$ cat src/rtl/timer16_pkg.sv
// Purpose: Shared constants for the 16-bit timer/counter block
// Assumes: Byte-wide register port, one clock
// Notes:   Register indices are the block's own byte locations
package timer16_pkg;
  // Register indices on the byte port
  localparam logic [3:0] IDX_CTRL_A = 4'h0;
  localparam logic [3:0] IDX_CTRL_B = 4'h1;
  localparam logic [3:0] IDX_CNT_L  = 4'h2;
  localparam logic [3:0] IDX_CNT_H  = 4'h3;
  localparam logic [3:0] IDX_CMPA_L = 4'h4;
  localparam logic [3:0] IDX_CMPA_H = 4'h5;
  localparam logic [3:0] IDX_CMPB_L = 4'h6;
  localparam logic [3:0] IDX_CMPB_H = 4'h7;
  localparam logic [3:0] IDX_CAP_L  = 4'h8;
  localparam logic [3:0] IDX_CAP_H  = 4'h9;
  // Control A fields
  localparam int CA_ACT_A_POS   = 6;
  localparam int CA_ACT_B_POS   = 4;
  localparam int CA_FORCE_A_POS = 3;
  localparam int CA_FORCE_B_POS = 2;
  localparam int CA_WAVE_LO_POS = 0;
  // Control B fields
  localparam int CB_FILT_POS    = 7;
  localparam int CB_EDGE_POS    = 6;
  localparam int CB_WAVE_HI_POS = 3;
  localparam int CB_CLK_POS     = 0;
  // Flag positions on the flag outputs and clear inputs
  localparam int FL_OVF_POS = 0;
  localparam int FL_CMPB_POS = 1;
  localparam int FL_CMPA_POS = 2;
  localparam int FL_CAP_POS = 3;
  // Reset values
  localparam logic [7:0]  CTRL_RESET  = 8'h00;
  localparam logic [15:0] VALUE_RESET = 16'h0000;
  // Count limits
  localparam logic [15:0] TOP_MAX  = 16'hFFFF;
  localparam logic [15:0] TOP_8BIT = 16'h00FF;
  localparam logic [15:0] TOP_9BIT = 16'h01FF;
  localparam logic [15:0] TOP_10BIT = 16'h03FF;
  localparam logic [15:0] BOTTOM   = 16'h0000;
  // Clock select codes and prescaler tap widths (divide by 2**n)
  localparam logic [2:0] CLK_STOP     = 3'h0;
  localparam logic [2:0] CLK_DIV1     = 3'h1;
  localparam logic [2:0] CLK_DIV8     = 3'h2;
  localparam logic [2:0] CLK_DIV64    = 3'h3;
  localparam logic [2:0] CLK_DIV256   = 3'h4;
  localparam logic [2:0] CLK_DIV1024  = 3'h5;
  localparam logic [2:0] CLK_EXT_FALL = 3'h6;
  localparam logic [2:0] CLK_EXT_RISE = 3'h7;
  localparam int DIV8_BITS    = 3;
  localparam int DIV64_BITS   = 6;
  localparam int DIV256_BITS  = 8;
  localparam int DIV1024_BITS = 10;
  // Capture filter depth
  localparam int FILTER_SAMPLES = 4;
  // Compare output actions
  localparam logic [1:0] ACT_OFF    = 2'h0;
  localparam logic [1:0] ACT_TOGGLE = 2'h1;
  localparam logic [1:0] ACT_CLEAR  = 2'h2;
  localparam logic [1:0] ACT_SET    = 2'h3;
  // Waveform mode classes
  typedef enum logic [3:0] {
    CLS_SINGLE = 4'b0001,
    CLS_FAST   = 4'b0010,
    CLS_PHASE  = 4'b0100,
    CLS_PFC    = 4'b1000
  } mode_cls_e;
endpackage

$ cat src/rtl/timer16_clk_sel.sv
// Purpose: Timer tick from prescaler taps or external count pin
// Assumes: External pin synchronous to the system clock
// Notes:   Tick is a one-cycle enable, not a clock
`timescale 1ns/1ps
module timer16_clk_sel
  import timer16_pkg::*;
(
  input  wire logic       clk_i,
  input  wire logic       rst_b_i,
  input  wire logic [2:0] sel_i,
  input  wire logic       ext_pin_i,
  output logic            tick_o
);
  logic [DIV1024_BITS-1:0] pre;
  logic                    ext_q;
  wire ext_rise = ext_pin_i & ~ext_q;
  wire ext_fall = ~ext_pin_i & ext_q;

  // Free-running prescaler and pin history
  always_ff @(posedge clk_i) begin
    if (!rst_b_i) begin
      pre   <= '0;
      ext_q <= 1'b0;
    end else begin
      pre   <= pre + 1'b1;
      ext_q <= ext_pin_i;
    end
  end

  // Pin edges count even when the pin is driven as an output
  assign tick_o = (sel_i == CLK_DIV1)     ? 1'b1 :
                  (sel_i == CLK_DIV8)     ? &pre[DIV8_BITS-1:0] :
                  (sel_i == CLK_DIV64)    ? &pre[DIV64_BITS-1:0] :
                  (sel_i == CLK_DIV256)   ? &pre[DIV256_BITS-1:0] :
                  (sel_i == CLK_DIV1024)  ? &pre[DIV1024_BITS-1:0] :
                  (sel_i == CLK_EXT_FALL) ? ext_fall :
                  (sel_i == CLK_EXT_RISE) ? ext_rise : 1'b0;
endmodule

$ cat src/rtl/timer16_capture_in.sv
// Purpose: Capture source select, noise filter and edge detect
// Assumes: Inputs synchronous to the system clock
// Notes:   Filter adds five cycles of delay when on
`timescale 1ns/1ps
module timer16_capture_in
  import timer16_pkg::*;
(
  input  wire logic clk_i,
  input  wire logic rst_b_i,
  input  wire logic pin_i,
  input  wire logic comp_i,
  input  wire logic src_sel_i,
  input  wire logic filt_en_i,
  input  wire logic edge_sel_i,
  input  wire logic enable_i,
  output logic      event_o
);
  logic [FILTER_SAMPLES-1:0] hist;
  logic                      filt;
  logic                      level_q;
  wire raw   = src_sel_i ? comp_i : pin_i;
  wire same  = (&hist) | ~(|hist);
  wire level = filt_en_i ? filt : raw;

  // Output follows only after four equal samples
  always_ff @(posedge clk_i) begin
    if (!rst_b_i) begin
      hist    <= '0;
      filt    <= 1'b0;
      level_q <= 1'b0;
    end else begin
      hist    <= {hist[FILTER_SAMPLES-2:0], raw};
      filt    <= same ? hist[0] : filt;
      level_q <= level;
    end
  end

  // Rising when select is one, falling when zero
  assign event_o = enable_i & (edge_sel_i ? (level & ~level_q)
                                          : (~level & level_q));
endmodule

$ cat src/rtl/timer16_core.sv
// Purpose: 16-bit timer/counter with compare, capture and byte registers
// Assumes: Byte register port, inputs synchronous to SYS_CLK_I
// Notes:   Reads answer one cycle after the read strobe
`timescale 1ns/1ps
module timer16_core
  import timer16_pkg::*;
(
  input  wire logic       SYS_CLK_I,
  input  wire logic       RST_B_I,
  input  wire logic [3:0] REG_ADDR_I,
  input  wire logic       REG_WR_I,
  input  wire logic       REG_RD_I,
  input  wire logic [7:0] REG_WDATA_I,
  output logic      [7:0] REG_RDATA_O,
  input  wire logic       CAPTURE_PIN_I,
  input  wire logic       COMPARATOR_I,
  input  wire logic       CAPTURE_SRC_SEL_I,
  input  wire logic       EXT_COUNT_PIN_I,
  input  wire logic [3:0] FLAG_CLR_I,
  output logic      [3:0] FLAGS_O,
  output logic            WAVE_OUT_A_O,
  output logic            WAVE_OUT_B_O,
  output logic            WAVE_EN_A_O,
  output logic            WAVE_EN_B_O
);
  // Control state
  logic [1:0]  act [2];
  logic [1:0]  wave_low;
  logic [1:0]  wave_high;
  logic        filt_en;
  logic        edge_sel;
  logic [2:0]  clk_sel;

  // Counter and data registers
  logic [15:0] count;
  logic [15:0] cmp_live [2];
  logic [15:0] cmp_buf [2];
  logic [15:0] capture;
  logic [7:0]  temp;
  logic [7:0]  rdata;
  logic        dir_down;
  logic        block_match;
  logic        hit_down;
  logic [1:0]  hit_q;
  logic [1:0]  wave;
  logic [3:0]  flags;

  // Mode decode results
  logic [3:0]  mode;
  mode_cls_e   cls;
  logic [15:0] top;
  logic        top_is_cap;
  logic [15:0] next_count;
  logic        next_dir;

  // Shared signals
  logic        tick;
  logic        cap_event;
  logic [1:0]  hit_now;
  logic [1:0]  force_hit;
  logic [1:0]  tog_ok;
  logic [3:0]  flag_set;

  // Write and read decode
  wire wr_ctrl_a = REG_WR_I & (REG_ADDR_I == IDX_CTRL_A);
  wire wr_ctrl_b = REG_WR_I & (REG_ADDR_I == IDX_CTRL_B);
  wire wr_cnt_l  = REG_WR_I & (REG_ADDR_I == IDX_CNT_L);
  wire wr_cmpa_l = REG_WR_I & (REG_ADDR_I == IDX_CMPA_L);
  wire wr_cmpb_l = REG_WR_I & (REG_ADDR_I == IDX_CMPB_L);
  wire wr_cap_l  = REG_WR_I & (REG_ADDR_I == IDX_CAP_L);
  wire wr_high   = REG_WR_I & ((REG_ADDR_I == IDX_CNT_H) |
                               (REG_ADDR_I == IDX_CMPA_H) |
                               (REG_ADDR_I == IDX_CMPB_H) |
                               (REG_ADDR_I == IDX_CAP_H));
  wire rd_cnt_l  = REG_RD_I & (REG_ADDR_I == IDX_CNT_L);
  wire rd_cmpa_l = REG_RD_I & (REG_ADDR_I == IDX_CMPA_L);
  wire rd_cmpb_l = REG_RD_I & (REG_ADDR_I == IDX_CMPB_L);
  wire rd_cap_l  = REG_RD_I & (REG_ADDR_I == IDX_CAP_L);

  // Full 16-bit word formed from latch and low byte
  wire [15:0] wr_word = {temp, REG_WDATA_I};
  wire [1:0]  wr_cmp_l = {wr_cmpb_l, wr_cmpa_l};

  // Mode from two control fields
  assign mode = {wave_high, wave_low};

  // Per-mode class and top source
  always_comb begin
    cls        = CLS_SINGLE;
    top        = TOP_MAX;
    top_is_cap = 1'b0;
    case (mode)
      4'h0: top = TOP_MAX;
      4'h4: top = cmp_live[0];
      4'hc: begin
        top        = capture;
        top_is_cap = 1'b1;
      end
      4'h1: begin
        cls = CLS_PHASE;
        top = TOP_8BIT;
      end
      4'h2: begin
        cls = CLS_PHASE;
        top = TOP_9BIT;
      end
      4'h3: begin
        cls = CLS_PHASE;
        top = TOP_10BIT;
      end
      4'ha: begin
        cls        = CLS_PHASE;
        top        = capture;
        top_is_cap = 1'b1;
      end
      4'hb: begin
        cls = CLS_PHASE;
        top = cmp_live[0];
      end
      4'h5: begin
        cls = CLS_FAST;
        top = TOP_8BIT;
      end
      4'h6: begin
        cls = CLS_FAST;
        top = TOP_9BIT;
      end
      4'h7: begin
        cls = CLS_FAST;
        top = TOP_10BIT;
      end
      4'he: begin
        cls        = CLS_FAST;
        top        = capture;
        top_is_cap = 1'b1;
      end
      4'hf: begin
        cls = CLS_FAST;
        top = cmp_live[0];
      end
      4'h8: begin
        cls        = CLS_PFC;
        top        = capture;
        top_is_cap = 1'b1;
      end
      4'h9: begin
        cls = CLS_PFC;
        top = cmp_live[0];
      end
      // Reserved mode 13 runs as a plain free count
      default: begin
        cls = CLS_SINGLE;
        top = TOP_MAX;
      end
    endcase
  end

  // Count sequence and turn points
  wire at_top    = (count == top);
  wire at_bottom = (count == BOTTOM);
  wire dual      = (cls == CLS_PHASE) | (cls == CLS_PFC);
  wire top_evt   = tick & at_top;
  wire bot_evt   = tick & at_bottom & dir_down;

  always_comb begin
    next_count = count;
    next_dir   = dual & dir_down;
    if (tick) begin
      if (!dual) begin
        next_count = at_top ? BOTTOM : count + 16'h0001;
      end else if (dir_down) begin
        next_count = at_bottom ? count + 16'h0001 : count - 16'h0001;
        next_dir   = ~at_bottom;
      end else begin
        next_count = at_top ? count - 16'h0001 : count + 16'h0001;
        next_dir   = at_top;
      end
    end
  end

  // Buffer load points per class
  wire upd_evt = ((cls == CLS_FAST) | (cls == CLS_PHASE)) ? top_evt :
                 (cls == CLS_PFC) ? bot_evt : 1'b0;

  // Overflow flag point per class
  wire ovf_evt = (cls == CLS_SINGLE) ? (tick & (count == TOP_MAX)) :
                 (cls == CLS_FAST)   ? top_evt : bot_evt;

  // Forced match only in non-PWM classes; never counts as a real match
  assign force_hit = {REG_WDATA_I[CA_FORCE_B_POS], REG_WDATA_I[CA_FORCE_A_POS]}
                     & {2{wr_ctrl_a & (cls == CLS_SINGLE)}};

  // Toggle action in PWM classes only for channel A in A-top modes
  assign tog_ok = {1'b0, (mode == 4'hf) | (mode == 4'h9) | (mode == 4'hb)};

  // Flag sources
  assign flag_set[FL_OVF_POS]  = ovf_evt;
  assign flag_set[FL_CMPA_POS] = hit_q[0];
  assign flag_set[FL_CMPB_POS] = hit_q[1];
  assign flag_set[FL_CAP_POS]  = cap_event | (top_evt & top_is_cap);

  // Output action step for one channel
  function automatic logic wave_step(input logic       cur,
                                     input logic [1:0] a,
                                     input mode_cls_e  c,
                                     input logic       hit,
                                     input logic       frc,
                                     input logic       tp,
                                     input logic       down,
                                     input logic       tok);
    logic r;
    r = cur;
    case (c)
      CLS_SINGLE: begin
        if (hit | frc) begin
          case (a)
            ACT_TOGGLE: r = ~cur;
            ACT_CLEAR:  r = 1'b0;
            ACT_SET:    r = 1'b1;
            default:    r = cur;
          endcase
        end
      end
      CLS_FAST: begin
        if (hit) begin
          if (a == ACT_CLEAR) r = 1'b0;
          else if (a == ACT_SET) r = 1'b1;
          else if ((a == ACT_TOGGLE) & tok) r = ~cur;
        end else if (tp) begin
          if (a == ACT_CLEAR) r = 1'b1;
          else if (a == ACT_SET) r = 1'b0;
        end
      end
      default: begin
        if (hit) begin
          if (a == ACT_CLEAR) r = down;
          else if (a == ACT_SET) r = ~down;
          else if ((a == ACT_TOGGLE) & tok) r = ~cur;
        end
      end
    endcase
    return r;
  endfunction

  // Compare channels
  genvar ch;
  generate
    for (ch = 0; ch < 2; ch++) begin : g_chan
      // Continuous compare, masked after a counter write
      assign hit_now[ch] = tick & ~block_match & (count == cmp_live[ch]);

      // Buffer takes writes; live copy follows at the update point, or takes the write at once in the single class
      always_ff @(posedge SYS_CLK_I) begin
        if (!RST_B_I) begin
          cmp_buf[ch]  <= VALUE_RESET;
          cmp_live[ch] <= VALUE_RESET;
          hit_q[ch]    <= 1'b0;
          wave[ch]     <= 1'b0;
        end else begin
          if (wr_cmp_l[ch]) begin
            cmp_buf[ch] <= wr_word;
          end
          if (wr_cmp_l[ch] & (cls == CLS_SINGLE)) begin
            cmp_live[ch] <= wr_word;
          end else if ((cls != CLS_SINGLE) & upd_evt) begin
            cmp_live[ch] <= cmp_buf[ch];
          end
          hit_q[ch] <= hit_now[ch];
          wave[ch]  <= wave_step(wave[ch], act[ch], cls, hit_q[ch],
                                 force_hit[ch], top_evt, hit_down,
                                 tog_ok[ch]);
        end
      end
    end
  endgenerate

  // Control registers; force bits are not stored
  always_ff @(posedge SYS_CLK_I) begin
    if (!RST_B_I) begin
      act[0]    <= CTRL_RESET[1:0];
      act[1]    <= CTRL_RESET[1:0];
      wave_low  <= CTRL_RESET[1:0];
      wave_high <= CTRL_RESET[1:0];
      filt_en   <= CTRL_RESET[0];
      edge_sel  <= CTRL_RESET[0];
      clk_sel   <= CTRL_RESET[2:0];
    end else begin
      if (wr_ctrl_a) begin
        act[0]   <= REG_WDATA_I[CA_ACT_A_POS +: 2];
        act[1]   <= REG_WDATA_I[CA_ACT_B_POS +: 2];
        wave_low <= REG_WDATA_I[CA_WAVE_LO_POS +: 2];
      end
      if (wr_ctrl_b) begin
        filt_en   <= REG_WDATA_I[CB_FILT_POS];
        edge_sel  <= REG_WDATA_I[CB_EDGE_POS];
        wave_high <= REG_WDATA_I[CB_WAVE_HI_POS +: 2];
        clk_sel   <= REG_WDATA_I[CB_CLK_POS +: 3];
      end
    end
  end

  // Counter, direction and match blocking
  always_ff @(posedge SYS_CLK_I) begin
    if (!RST_B_I) begin
      count       <= VALUE_RESET;
      dir_down    <= 1'b0;
      block_match <= 1'b0;
      hit_down    <= 1'b0;
    end else begin
      count       <= wr_cnt_l ? wr_word : next_count;
      dir_down    <= next_dir;
      // Block holds until the next timer tick after a write
      block_match <= wr_cnt_l | (block_match & ~tick);
      hit_down    <= tick ? dir_down : hit_down;
    end
  end

  // Capture register; event and software write share it
  always_ff @(posedge SYS_CLK_I) begin
    if (!RST_B_I) begin
      capture <= VALUE_RESET;
    end else if (cap_event) begin
      capture <= count;
    end else if (wr_cap_l) begin
      capture <= wr_word;
    end
  end

  // Sticky flags; a set in the same cycle as a clear wins
  always_ff @(posedge SYS_CLK_I) begin
    if (!RST_B_I) begin
      flags <= '0;
    end else begin
      flags <= flag_set | (flags & ~FLAG_CLR_I);
    end
  end

  // Read mux; reserved and force bits read zero
  wire [7:0] ctrl_a_rd = {act[0], act[1], 2'b00, wave_low};
  wire [7:0] ctrl_b_rd = {filt_en, edge_sel, 1'b0, wave_high, clk_sel};
  wire [7:0] read_mux =
    (REG_ADDR_I == IDX_CTRL_A) ? ctrl_a_rd :
    (REG_ADDR_I == IDX_CTRL_B) ? ctrl_b_rd :
    (REG_ADDR_I == IDX_CNT_L)  ? count[7:0] :
    (REG_ADDR_I == IDX_CMPA_L) ? cmp_buf[0][7:0] :
    (REG_ADDR_I == IDX_CMPB_L) ? cmp_buf[1][7:0] :
    (REG_ADDR_I == IDX_CAP_L)  ? capture[7:0] :
    ((REG_ADDR_I == IDX_CNT_H) | (REG_ADDR_I == IDX_CMPA_H) |
     (REG_ADDR_I == IDX_CMPB_H) | (REG_ADDR_I == IDX_CAP_H)) ? temp : 8'h00;

  // Low-byte read snapshots its high byte into the shared latch
  wire [7:0] snap_high = rd_cnt_l  ? count[15:8] :
                         rd_cmpa_l ? cmp_buf[0][15:8] :
                         rd_cmpb_l ? cmp_buf[1][15:8] : capture[15:8];
  wire       snap      = rd_cnt_l | rd_cmpa_l | rd_cmpb_l | rd_cap_l;

  // Shared latch and read data
  always_ff @(posedge SYS_CLK_I) begin
    if (!RST_B_I) begin
      temp  <= CTRL_RESET;
      rdata <= CTRL_RESET;
    end else begin
      if (wr_high) begin
        temp <= REG_WDATA_I;
      end else if (snap) begin
        temp <= snap_high;
      end
      if (REG_RD_I) begin
        rdata <= read_mux;
      end
    end
  end

  // Clock source selection
  timer16_clk_sel u_clk_sel (
    .clk_i     (SYS_CLK_I),
    .rst_b_i   (RST_B_I),
    .sel_i     (clk_sel),
    .ext_pin_i (EXT_COUNT_PIN_I),
    .tick_o    (tick)
  );

  // Capture front end, off while capture is the top
  timer16_capture_in u_capture_in (
    .clk_i      (SYS_CLK_I),
    .rst_b_i    (RST_B_I),
    .pin_i      (CAPTURE_PIN_I),
    .comp_i     (COMPARATOR_I),
    .src_sel_i  (CAPTURE_SRC_SEL_I),
    .filt_en_i  (filt_en),
    .edge_sel_i (edge_sel),
    .enable_i   (~top_is_cap),
    .event_o    (cap_event)
  );

  // Outputs
  assign REG_RDATA_O  = rdata;
  assign FLAGS_O      = flags;
  assign WAVE_OUT_A_O = wave[0];
  assign WAVE_OUT_B_O = wave[1];
  // Pin override whenever an action is chosen
  assign WAVE_EN_A_O  = (act[0] != ACT_OFF);
  assign WAVE_EN_B_O  = (act[1] != ACT_OFF);
endmodule

$ cat config.mk
export PLATFORM = sky130hd
export DESIGN_NAME = timer16_core
export DESIGN_NICKNAME = d
export VERILOG_FILES = /design/src/rtl/timer16_pkg.sv /design/src/rtl/timer16_clk_sel.sv /design/src/rtl/timer16_capture_in.sv /design/src/rtl/timer16_core.sv
export SDC_FILE = /design/constraint.sdc
export NUM_CORES = 1
export LEC_CHECK = 0
export BUFFER_PORTS_ARGS = -buffer_cell sky130_fd_sc_hd__buf_2
export CORE_ASPECT_RATIO = 1.75
export CORE_MARGIN = 2
export CORE_UTILIZATION = 45
export DETAILED_ROUTE_END_ITERATION = 8
export HOLD_SLACK_MARGIN = 0.06
export PLACE_DENSITY = 0.63
export SLEW_MARGIN = 20
export SYNTH_ARGS = -nofsm -noshare
export SYNTH_HDL_FRONTEND = slang
export SYNTH_SLANG_ARGS = --single-unit
$ cat constraint.sdc
create_clock -name SYS_CLK_I -period 3.3 [get_ports SYS_CLK_I]
set_clock_uncertainty 0.1 [all_clocks]
set_input_delay 0.66 -clock SYS_CLK_I [delete_from_list [all_inputs] [get_ports SYS_CLK_I]]
set_output_delay 0.66 -clock SYS_CLK_I [all_outputs]
set_load 0.02 [all_outputs]
# Word level (Yosys, flattened, before mapping)
# Memory sizes are Yosys's and may differ from the RTL's.
# Cells that the tools add are included.
# word_totals
reg_bits	85
latch_bits	0
mem_bits_rw	68
rom_bits	0
inputBits	24
output_inout_bits	16
elab_cells	274
n_memories	3
# op_classes
addsub	3
n_mul	0
div	0
order_cmp	0
eq_ne	52
shifts	0
muxes	97
bitwise	70
n_reduce_logical	27
# memory_table
memory	words	width	read_ports	rd_ports_with_merged_regs	write_ports	line	text
cmp_buf	2	16	2	0	2	timer16_core.sv:37	logic [15:0] cmp_buf [2];
cmp_live	2	16	2	0	2	timer16_core.sv:36	logic [15:0] cmp_live [2];
act	2	2	2	0	2	timer16_core.sv:27	logic [1:0] act [2];
# op_table
cell	n
$mux 16	15
$mux 8	12
$pmux 16 s5	1
$mux 1	62
$eq 16x16->1	3
$eq 4x4->1 const B	10
$eq 4x3->1 const B	9
$and 1x1->1	31
$or 1x1->1	23
$eq 4x2->1 const B	5
$add 16x1->16 const B	1
$eq 16x16->1 const B	1
$logic_not 16->1	1
$sub 16x1->16 const B	1
$eq 3x3->1 const B	4
$eq 4x1->1 const B	3
$not 1->1	12
$pmux 4 s3	1
$reduce_and 6->1	2
$reduce_bool 3->1	4
$reduce_or 4->1	3
$add 10x1->10 const B	1
$reduce_and 10->1	1
$reduce_bool 2->1	5
23 further kinds	38

# Depth between registers and ports, before layout
# Gate-level depths: netlist of the first run.
# depth
word_depth	19
mapped_depth	12
mapped_depth_nobuf	10

# Modules after synthesis
# Synthesis of the first run repeated with hierarchy kept, for this count alone.
# hier_totals
hier_cells	1094
area_unflattened_um2	9844.4
# by_module_without_submodules
mod	instances	cells_per_inst	area_per_inst_um2	seq_area_each_um2
timer16_core	1	1014	9096.2	3403.3
timer16_clk_sel	1	56	501.7	220.2
timer16_capture_in	1	24	246.5	120.1

# Least setup slack after synthesis of the first run
# Ideal clock, no wire load.
# synth_timing
kind	register to register
startpoint	register count[1]
endpoint	memory cmp_live[0][0] (enable)
setup_ps	376
arrival_ps	2804
required_ps	2824
path_slack_ps	21
path_stages_with_launch	9
path_buffers	1
synth_period_minus_slack_ps	3279
cell_sequence	dfxtp_1 clkbuf_1 inv_1 ha_1 nand4_1 or4_1 or4_1 a21oi_2 a311o_1
# synth_lines
element	line	text
from (decl)	timer16_core.sv:35	logic [15:0] count;
from (signal assigned)	timer16_core.sv:310	count <= wr_cnt_l ? wr_word : next_count;
to (decl)	timer16_core.sv:36	

# Final worst setup path of the first run
# layout_timing
startpoint	register wave_low[0]
endpoint	register wave[0] (netlist: WAVE_OUT_A_O)
# layout_between
elab_chain_len	9
elab_cells_between_ends	48
cone_classes	eq/ne (21); mux (10); bitwise (7); reduce/logical (10)
# layout_lines
element	line	text
from (decl)	timer16_core.sv:28	logic [1:0] wave_low;
from (signal assigned)	timer16_core.sv:282	wave_low <= CTRL_RESET[1:0];
from (signal assigned)	timer16_core.sv:291	wave_low <= REG_WDATA_I[CA_WAVE_LO_POS +: 2];
$eq 4x4->1, or another cell as far along	timer16_core.sv:92, timer16_core.sv:194	
$reduce_or 5->1 (no line), or another cell as far along	-	
$pmux 4 s3 or $or 1x1->1 (tied branches)	timer16_core.sv:92, timer16_core.sv:194	
$eq 4x1->1 or $and 1x1->1 (tied branches)	-	
$and 1x1->1 or $mux 1 (tied branches)	-	
$and 2x2->2, or another cell as far along	timer16_core.sv:191	& {2{wr_ctrl_a & (cls == CLS_SINGLE)}};
$or 1x1->1, or another cell as far along	timer16_core.sv:215	if (hit | frc) begin
$ne 2x1->1 (no line), or another cell as far along	-	
$reduce_and 5->1 (no line) or $pmux 1 s2 (tied branches)	-	
to (signal, indexed assignment)	timer16_core.sv:269	wave[ch] <= wave_step(wave[ch], act[ch], cls, hit_q[ch],
to (decl)	timer16_core.sv:45	logic [1:0] wave;
# Parallel ways exist; a longest one is shown, timed or not. The select of a mux whose other input is x is not followed.
# A chain may end at the register's enable or synchronous reset.

==> results of run 1 <==
[metal layers]
| metal | vias to the layer above | track usage | share of wire |
|---|---|---|---|
| met4 | 0 | 0.248 | 0.088 |
| li1 | 4116 | - | - |
| met2 | 370 | 0.519 | 0.49 |
| met1 | 4202 | 0.333 | 0.36 |
| met3 | 146 | 0.0514 | 0.059 |
| met5 | - | 0 | 0 |
[path summary, 6_finish.rpt]
kind	start	endpoint	slack (ps)	cells past startpoint
max	wave_low[0]	WAVE_OUT_A_O	100	11
min	block_match	flag_set[1]	350	1
max reg2reg	wave_low[0]	WAVE_OUT_A_O	100	11
min reg2reg	block_match	flag_set[1]	350	1
[critical path, delay by kind of cell, from the launching register on]
| kind | cells | cell delay [ps] |
|---|---|---|
| AOI/OAI and AO/OA | 5 | 960 |
| buffers and inverters | 2 | 350 |
| DFF | 1 | 410 |
| and+or+nand+nor | 4 | 1280 |
[power by group through the flow]
stage          registers [mW]  logic [mW]  clock network (mW)
6_report                 2.14       0.576                1.98
5_1_grt                  2.15       0.623                2.09
4_1_cts                  2.14       0.562                2.01
3_5_place_dp             2.18       0.559                   0
3_3_place_gp             2.18       0.556                   0
2_1_floorplan            2.15       0.367                   0
[logic make-up after synthesis]
logic type      Yosys count  share of synthesized area
simple gates            414                      0.221
compound gates          313                      0.239
flops                   153                      0.400
buf+inv                 113                     0.0514
xor+xnor                 51                     0.0478
mux                      32                     0.0345
fa+ha+maj                 4                    0.00535
[area by class of cell]
class | instances | area, sq um
clock buffer | 23 | 531
clock inverter | 9 | 73.8
timing repair buffer | 120 | 862
sequential | 153 | 3750
fill | 1911 | 9580
tap | 248 | 310
multi-input combinational | 814 | 5180
inverter | 21 | 85.1
[what timing repair did]
action,in CTS,in global routing
pin swaps,0,2
cloned,0,1
resized for setup,2,11
setup endpoints to repair,3,76
[sequential cells by signal, indices dropped and copies added, names as in the netlist, 3 cells and up]
register and count:
cmp_live 32, FLAGS_O 4, u_capture_in.hist 4, clk_sel 3, cmp_buf 32, capture 16, u_clk_sel.pre 10, REG_RDATA_O 8
count 16, act 4, temp 8
[Yosys cell counts, drive strengths merged (17+ instances only)]
cell type / instances
o22ai: 18
mux2i: 30
inv: 19
clkbuf: 63
o221ai: 19
and2: 46
xnor2: 17
a21oi: 63
nand2b: 23
a22o: 34
o211ai: 18
nor3: 33
dfxtp: 85
a211oi: 23
buf: 29
nand2: 98
o21ai: 45
nand3: 52
nor2: 91
xor2: 34
edfxtp: 68
==> results.md, run 1 <==
* Cell Pwr Density at 435 nW/um^2
* Highest ir drop seen on vdd at 0.457 mV
* P&R area growth vs syn at 15.4%
* Post-Layout Cell Count at 1,388
* CP Capture Type: register
* Die X at between 100 and 150 um
* Utilization after layout at 0.530
* Pin slew with the least headroom to its limit at 1070 ps
* Post-route ant nets at 0
* Failing checks: DRC
* Crit path kind: register to register
* Number of antenna violations at the first check in global routing at 0
* Root buffer cell: clkbuf_16
* Vias in the first global route at 8,766
* Post-CTS setup buffers at 0
* First-pass GRT wire length at 51.0 mm
* Minimum clock period at around 3200 ps
* Flops & latches, synth at 153
* Max incr delay on CP at 510 ps
* Fin crit share at 0.970
* CP Max Fanout at 19
* Netlist cell types at 79
* IO Pins at 40
* Area after DPL at 10,100 sq um
* Final wirelength at 33.4 mm
* CP Launch Type: register
* Synth Flop Type: dfxtp_1
* Slowest CP cell: or4_4
* Longest Clk Path Bufs at 2
* Final setup fails at 0
* Avg WL per Cell at between 20 and 25 um
* Synth area leaders: edfxtp_1 22%, dfxtp_1 18%, nand2_1 3.9%
* Fin. Hold Viols at 0
* Placer Congestion at 0.970
* Clk pwr share at 0.421
* Area leader, netlist: edfxtp_1
* Synthesized Nets at 1,108
* Power Internal at 3.41 mW
* Starting DRT DRC Count at 694
* RSZ-0062 raised after global routing: false
* Mapped cell area at between 9000 and 10,000 sq um
* Sequential share of the synthesized area at 0.400
* Design area at 10,800 sq um
* Asr flop ratio synth at 0
* Die area at 22,000 sq um
* EDFF count, synth at 68
* Max-slew violations at 0
* Leak at 4.12 nW
* Fraction of layout instances using a drive strength above 1 at 0.167
* TritonCTS clock tree: built
* Buffers on Ports at 39
* Share of the synthesized area in the top cell type at 0.218
* Layout Nets at 1,155
* Yosys warns at 0
* Gr usage total at 0.307
* Post-detailed-route DRC marker count at 3
* Logic pwr share at 0.123
* Most frequent cells in the layout: 97 x nand2_1, 90 x nor2_1, 82 x dfxtp_1, 76 x buf_4, 68 x edfxtp_1
* Commonest non-fill, non-tap cell in the layout: nand2_1
* CORE AREA at just over 20,000 sq um
* Largest net degree at the start of global routing at 54
* Worst Hold Class: register to register
* Vias per inst at 6.36
* Die height at 195 um
* Setup ws final at around 100 ps
* WP data required at 3560 ps
* N_diodes at 0
* Pre-CTS WS at -289 ps
* Crit path DAT at 3460 ps
* Gr ovfl total at 0
* Pwr Total at ~4.7 mW
* Status: complete, but fails checks
* Avg Inst Size Synth at between 8 and 9 sq um
* DRT Pass-1 Iters at 7
* Worst hold slack at about 350 ps
* Gate Count Post-Synth at 1,080
* Crit-path cells: buf_12, or2b_1, o22a_1, o221ai_1, nand4_1, or4_4, nor4_4, buf_4, o21ai_0, a21o_1, a211oi_2
* Fmax at between 0.3 and 0.4 GHz
* Post-DP HPWL at 24.6 mm
* Part of the power in registers at 0.456
* Sw Ratio at 0.273
* Max_cap viols at 0
* CTS clk-pin slew, worst paths at 60 ps
* Worst-skew pair later-pin latency at around 440 ps
* Initial Util at 0.459
* NetSw at 1.28 mW
* CTS hold repair buffers at 0
* CTS HTree Levels at 4
* FP Rows at 69
* Total number of vias at 8,834
* Clock buffer count from CTS at 17
* Max-slew headroom at 0.282
* Clock sink total at 153
* Fin Setup TNS at 0 ps
* Dpl cells at ~1,400
Power figures use the tool's default switching activity.
==> run 2, diff against run 1 <==
CORE_UTILIZATION = 40   (was 45)
PLACE_DENSITY = 0.57   (was 0.63)
==> results.md, run 2 (synthesis results as in run 1) <==
* Status: completed
* Max_cap viols at 0 (unchanged)
* Number of antenna violations at the first check in global routing at 0 (unchanged)
* Die area at 24,700 sq um (+12%)
* Layout Nets at 1,156 (+0.087%)
* Final setup fails at 0 (unchanged)
* Hold EP: u_clk_sel.ext_q
* Fillcell total at 2,287 (+20%)
* Utilization after layout at 0.467 (-0.0627)
* TritonCTS clock tree: built
* Max incr delay on CP at 460 ps (-50 ps)
* First-pass GRT wire length at 51.9 mm (+1.6%)
* Buffers on Ports at 39 (unchanged)
* WP buf/inv at 2 (unchanged)
* Clock sink total at 153 (unchanged)
* Reg2reg end: cmp_live[1][2]
* Worst hold slack at 351 ps (+0.0860 ps)
* CP Launch Type: register
* Post-Layout Cell Count at 1,445 (+4.1%)
* Post-detailed-route DRC marker count at 0 (-3)
* Fin crit share at 0.971 (about the same)
* Max-slew violations at 0 (unchanged)
* Slowest CP cell: or3_4
* R2r setup slk at 100 ps (about the same)
* Crit path DAT at 3260 ps (-200 ps)
* Clock buffer count from CTS at 17 (unchanged)
* Setup ws final at 96.5 ps (-2.92 ps)
* Fraction of layout instances using a drive strength above 1 at 0.160 (-0.00628)
* Pwr Total at 4.72 mW (+0.73%)
* Final wirelength at 34.3 mm (+2.8%)
* Worst Hold Class: primary input to register
* Die X at 120 um (+5.9%)
* Crit-path cells: buf_4, o41a_1, o221ai_1, o2111ai_2, or3_4, nor3_2, nand2_1, a21oi_4, a311o_1, buf_12
* Total number of vias at 8,904 (+0.79%)
* Min-delay src: EXT_COUNT_PIN_I
* Most frequent cells in the layout: 97 x nand2_1, 90 x nor2_1, 83 x dfxtp_1, 79 x buf_4, 68 x edfxtp_1
* Gr usage total at 0.284 (-0.0226)
* Vias per inst at 6.16 (-3.2%)
* Vias in the first global route at 8,484 (-3.2%)
* Initial Util at 0.404 (-0.0550)
* Leak at 4.10 nW (-0.62%)
* Gr ovfl total at 0 (unchanged)
* Post-route ant nets at 0 (unchanged)
* Pre-CTS WS at 54.2 ps (+343 ps)
* Max-slew headroom at 0.348 (+0.0664)
* IO Pins at 40 (unchanged)
* Area after DPL at 10,200 sq um (+0.84%)
* Starting DRT DRC Count at 702 (+1.2%)
* Fmax at 0.312 GHz (about the same)
* Reg2reg start: wave_low[0]
* Crit path kind: register to register
* Root buffer cell: clkbuf_16
* Cell Pwr Density at 437 nW/um^2 (+0.56%)
* Commonest non-fill, non-tap cell in the layout: nand2_1
* Design area at 10,800 sq um (+0.16%)
* Fin Setup TNS at 0 ps (unchanged)
* Multi-input logic area at 5170 sq um (-0.29%)
* P&R area growth vs syn at 15.6%
* Longest Clk Path Bufs at 2 (unchanged)
* CP Max Fanout at 26 (+7)
* Worst reg2reg path depth at 10 (-1)
* Top delay family on crit path: compound AO/OA/AOI/OAI gates
* CORE AREA at 23,100 sq um (+14%)
* Avg WL per Cell at 23.8 um (-1.2%)
* Post-DP HPWL at 25.5 mm (+3.6%)
* Die height at 206 um (+5.9%)
* Largest regs: cmp_buf x32, cmp_live x32
* Register area at 3750 sq um (about the same)
* Placer Congestion at 0.967 (-0.30%)
* Minimum clock period at 3200 ps (+2.92 ps)
* N_diodes at 0 (unchanged)
* CTS HTree Levels at 4 (unchanged)
* DRT Pass-1 Iters at 7 (unchanged)
* Crit path from: wave_low[0]
* CTS clk-pin slew, worst paths at 60 ps (about the same)
* WP data required at 3360 ps (-200 ps)
* CP Capture Type: register
* Hold path depth at 2 (+1)
* Largest net degree at the start of global routing at 33 (-39%)
* Highest ir drop seen on vdd at 0.244 mV (-47%)
* FP Rows at 74 (+7.2%)
* Pin slew with the least headroom to its limit at 969 ps (-105 ps)
* Dpl cells at 1,413 (+4.3%)
* Worst-skew pair later-pin latency at 460 ps (+20 ps)
* Fin. Hold Viols at 0 (unchanged)
## run 2: layout make-up
class | count | area share
sequential | 153 | 0.347
tap | 304 | 0.0352
clock buffer | 19 | 0.0400
multi-input combinational | 814 | 0.478
timing repair buffer | 121 | 0.0785
clock inverter | 13 | 0.0141
inverter | 21 | 0.00752
## run 2: repair_timing
action | in CTS | in global routing
endpoints found under the setup margin | 0 | 73
hold buffers | 0 | 0
buffers inserted | 0 | 0
gates resized for setup | 0 | 8
## run 2: worst register-to-register path, delay by kind of cell (launching register included)
| family | cells | cell delay [ps] |
|---|---|---|
| simple gates | 3 | 790 |
| buf+inv | 2 | 360 |
| flops | 1 | 430 |
| compound gates | 5 | 1230 |
## run 2: report_power, final
group / internal (mW) / switching, mW / total [mW] / leakage, nW
clock: 1.18 / 0.824 / 2.00 / 0.280
combinational: 0.211 / 0.367 / 0.578 / 2.44
sequential: 2.06 / 0.0864 / 2.14 / 1.38
total: 3.45 / 1.28 / 4.72 / 4.10
## run 2: worst max path at each step
stage | depth (start not counted) | to
after global placement | 10 | cmp_live[0][3]
after global routing | 10 | cmp_live[0][8]
after detailed placement | 10 | cmp_live[1][4]
after CTS | 10 | cmp_live[1][2]
final | 10 | cmp_live[1][2]
after floorplan | 8 | cmp_live[0][0]
## run 2: metal layers
layer,up-vias,global-route usage,wire length [um]
met5,-,0,0
met4,0,0.184,2250
met3,127,0.0497,1780
met2,362,0.512,17900
met1,4303,0.302,12400
li1,4112,-,-
==> run 3, diff against run 2 <==
CORE_MARGIN = 4   (was 2)
clock period = 2.7 ns   (was 3.3 ns; I/O delays follow)
==> results.md, run 3 (synthesis results as in run 1) <==
* Die height at 210 um (+1.9%)
* RSZ-0062 raised after global routing: true
* Clk pwr share at 0.398 (-0.026)
* Fin crit share at 1.12 (+0.145)
* FP Rows at 73 (-1.4%)
* CORE AREA at 22,800 sq um (-1.4%)
* Placer Congestion at 0.954 (-1.4%)
* Post-route ant nets at 0 (unchanged)
* Slowest CP cell: or4_4
* Layout Nets at 1,231 (+6.5%)
* Crit path kind: register to register
* Minimum clock period at 3010 ps (-190 ps)
* Crit path DAT at 3290 ps (+30 ps)
* Vias in the first global route at 9,120 (+7.5%)
* Highest ir drop seen on vdd at 0.330 mV (+35%)
* Starting DRT DRC Count at 798 (+14%)
* Utilization after layout at 0.504 (+0.0372)
* Dpl cells at 1,478 (+4.6%)
* Die X at 124 um (+3.3%)
* Logic pwr share at 0.140 (+0.018)
* Final wirelength at 36.1 mm (+5.2%)
* Pin slew with the least headroom to its limit at 1060 ps (+88.4 ps)
* CTS HTree Levels at 4 (unchanged)
* Max-slew violations at 0 (unchanged)
* Fraction of layout instances using a drive strength above 1 at 0.240 (+0.0791)
* DRT Pass-1 Iters at 5 (-2)
* Post-Layout Cell Count at 1,515 (+4.8%)
* Post-detailed-route DRC marker count at 0 (unchanged)
* Max-slew headroom at 0.293 (-0.0555)
* Part of the power in registers at 0.462 (+0.009)
* Clock sink total at 153 (unchanged)
* CP Max Fanout at 13 (-50%)
* CTS clk-pin slew, worst paths at 60 ps (about the same)
* Total number of vias at 9,173 (+3.0%)
* Pwr Total at 5.66 mW (+20%)
* First-pass GRT wire length at 54.7 mm (+5.4%)
* Post-DP HPWL at 27.4 mm (+7.5%)
* Gr usage total at 0.284 (about the same)
* Cell Pwr Density at 491 nW/um^2 (+12%)
* Most frequent cells in the layout: 148 x buf_4, 95 x nand2_1, 90 x nor2_1, 80 x dfxtp_1, 68 x edfxtp_1
* CP Capture Type: register
* Fmax at 0.332 GHz (+6.3%)
* Max_cap viols at 0 (unchanged)
* Largest regs: cmp_buf x32, cmp_live x32
* Final setup fails at 85 (+85)
* Critical Path Most Common Cell: or4_4
* Longest Clk Path Bufs at 2 (unchanged)
* Worst Hold Class: primary input to register
* CTS hold repair buffers at 0 (unchanged)
* Avg WL per Cell at 23.8 um (+0.29%)
* Root buffer cell: clkbuf_16
* Worst-skew pair later-pin latency at 450 ps (about the same)
* Number of antenna violations at the first check in global routing at 0 (unchanged)
* Setup ws final at -313 ps (-410 ps)
* Commonest non-fill, non-tap cell in the layout: buf_4
* Power Internal at 4.08 mW (+18%)
* P&R area growth vs syn at 23.1%
* CP Launch Type: register
* Gr ovfl total at 0 (unchanged)
* TritonCTS clock tree: built
* Clock buffer count from CTS at 17 (unchanged)
* Max incr delay on CP at 530 ps (+70 ps)
* Largest net degree at the start of global routing at 33 (unchanged)
* Buffers on Ports at 39 (unchanged)
* N_diodes at 0 (unchanged)
* Initial Util at 0.410 (+0.00553)
* Status: complete, but fails checks
* Sw Ratio at 0.279 (+0.00857)
* Die area at 26,000 sq um (+5.3%)
* Crit-path cells: buf_4, o41a_1, o221ai_2, nand4_1, or4_4, o31ai_4, nand2_4, or4_4, a31oi_1
* Failing checks: setup timing
* Fin. Hold Viols at 0 (unchanged)
* Vias per inst at 6.05 (-1.7%)
* IO Pins at 40 (unchanged)
* NetSw at 1.58 mW (+24%)
* Leak at 4.53 nW (+10%)
* WP data required at 2980 ps (-380 ps)
-- run 3: path summary, 6_finish.rpt --
path | endpoint | depth (start not counted) | startpoint | slack, ps
max | count[12] | 9 | wave_low[0] | -310
min | u_clk_sel.ext_q | 2 | EXT_COUNT_PIN_I | 240
max reg2reg | count[12] | 9 | wave_low[0] | -310
min reg2reg | FLAGS_O[1] | 2 | FLAGS_O[1] | 370
-- run 3: per-layer routing --
metal / share of wire / vias up / global-route usage
met5: 0 / - / 0
met4: 0.062 / 0 / 0.165
met3: 0.041 / 114 / 0.0416
met2: 0.53 / 336 / 0.508
met1: 0.37 / 4455 / 0.312
li1: - / 4268 / -
-- run 3: timing repair --
| item | 4_1_cts | 5_1_grt |
|---|---|---|
| resized for setup | 24 | 9 |
| buffers inserted | 6 | 0 |
| pin swaps | 6 | 0 |
| endpoints found under the hold margin | 0 | 0 |
| endpoints found under the setup margin | 85 | 85 |
-- run 3: through the flow --
| step | worst slack (ps) | hold slack, ps | setup TNS (ps) | area (sq um) |
|---|---|---|---|---|
| 2_1_floorplan | -249 | 320 | -9640 | 9430 |
| 3_3_place_gp | -650 | 359 | -29770 | 10800 |
| 3_5_place_dp | -626 | 363 | -30880 | 10800 |
| 4_1_cts | -294 | 220 | -18910 | 11500 |
| 5_1_grt | -378 | 247 | -27790 | 11500 |
| 6_report | -313 | 243 | -20480 | 11500 |
-- run 3: power by group through the flow --
| stage | logic, mW | registers, mW | clock network [mW] |
|---|---|---|---|
| after floorplan | 0.452 | 2.63 | 0 |
| after global placement | 0.767 | 2.66 | 0 |
| after detailed placement | 0.771 | 2.66 | 0 |
| after CTS | 0.782 | 2.61 | 2.30 |
| after global routing | 0.853 | 2.62 | 2.39 |
| final | 0.793 | 2.62 | 2.25 |
-- run 3: worst max-delay path, delay by kind of cell (launching register included) --
kind | cells | cell delay, ps
buffers and inverters | 1 | 170
AND/OR/NAND/NOR | 4 | 1340
flip-flops | 1 | 400
AO/OA/AOI/OAI | 4 | 940
-- run 3: cell type report --
type | instances | area (sq um)
fill | 2230 | 11300
multi-input combinational | 814 | 5310
sequential | 153 | 3750
timing repair buffer | 196 | 1460
clock buffer | 22 | 475
tap | 300 | 375
inverter | 21 | 81.3
clock inverter | 9 | 62.6
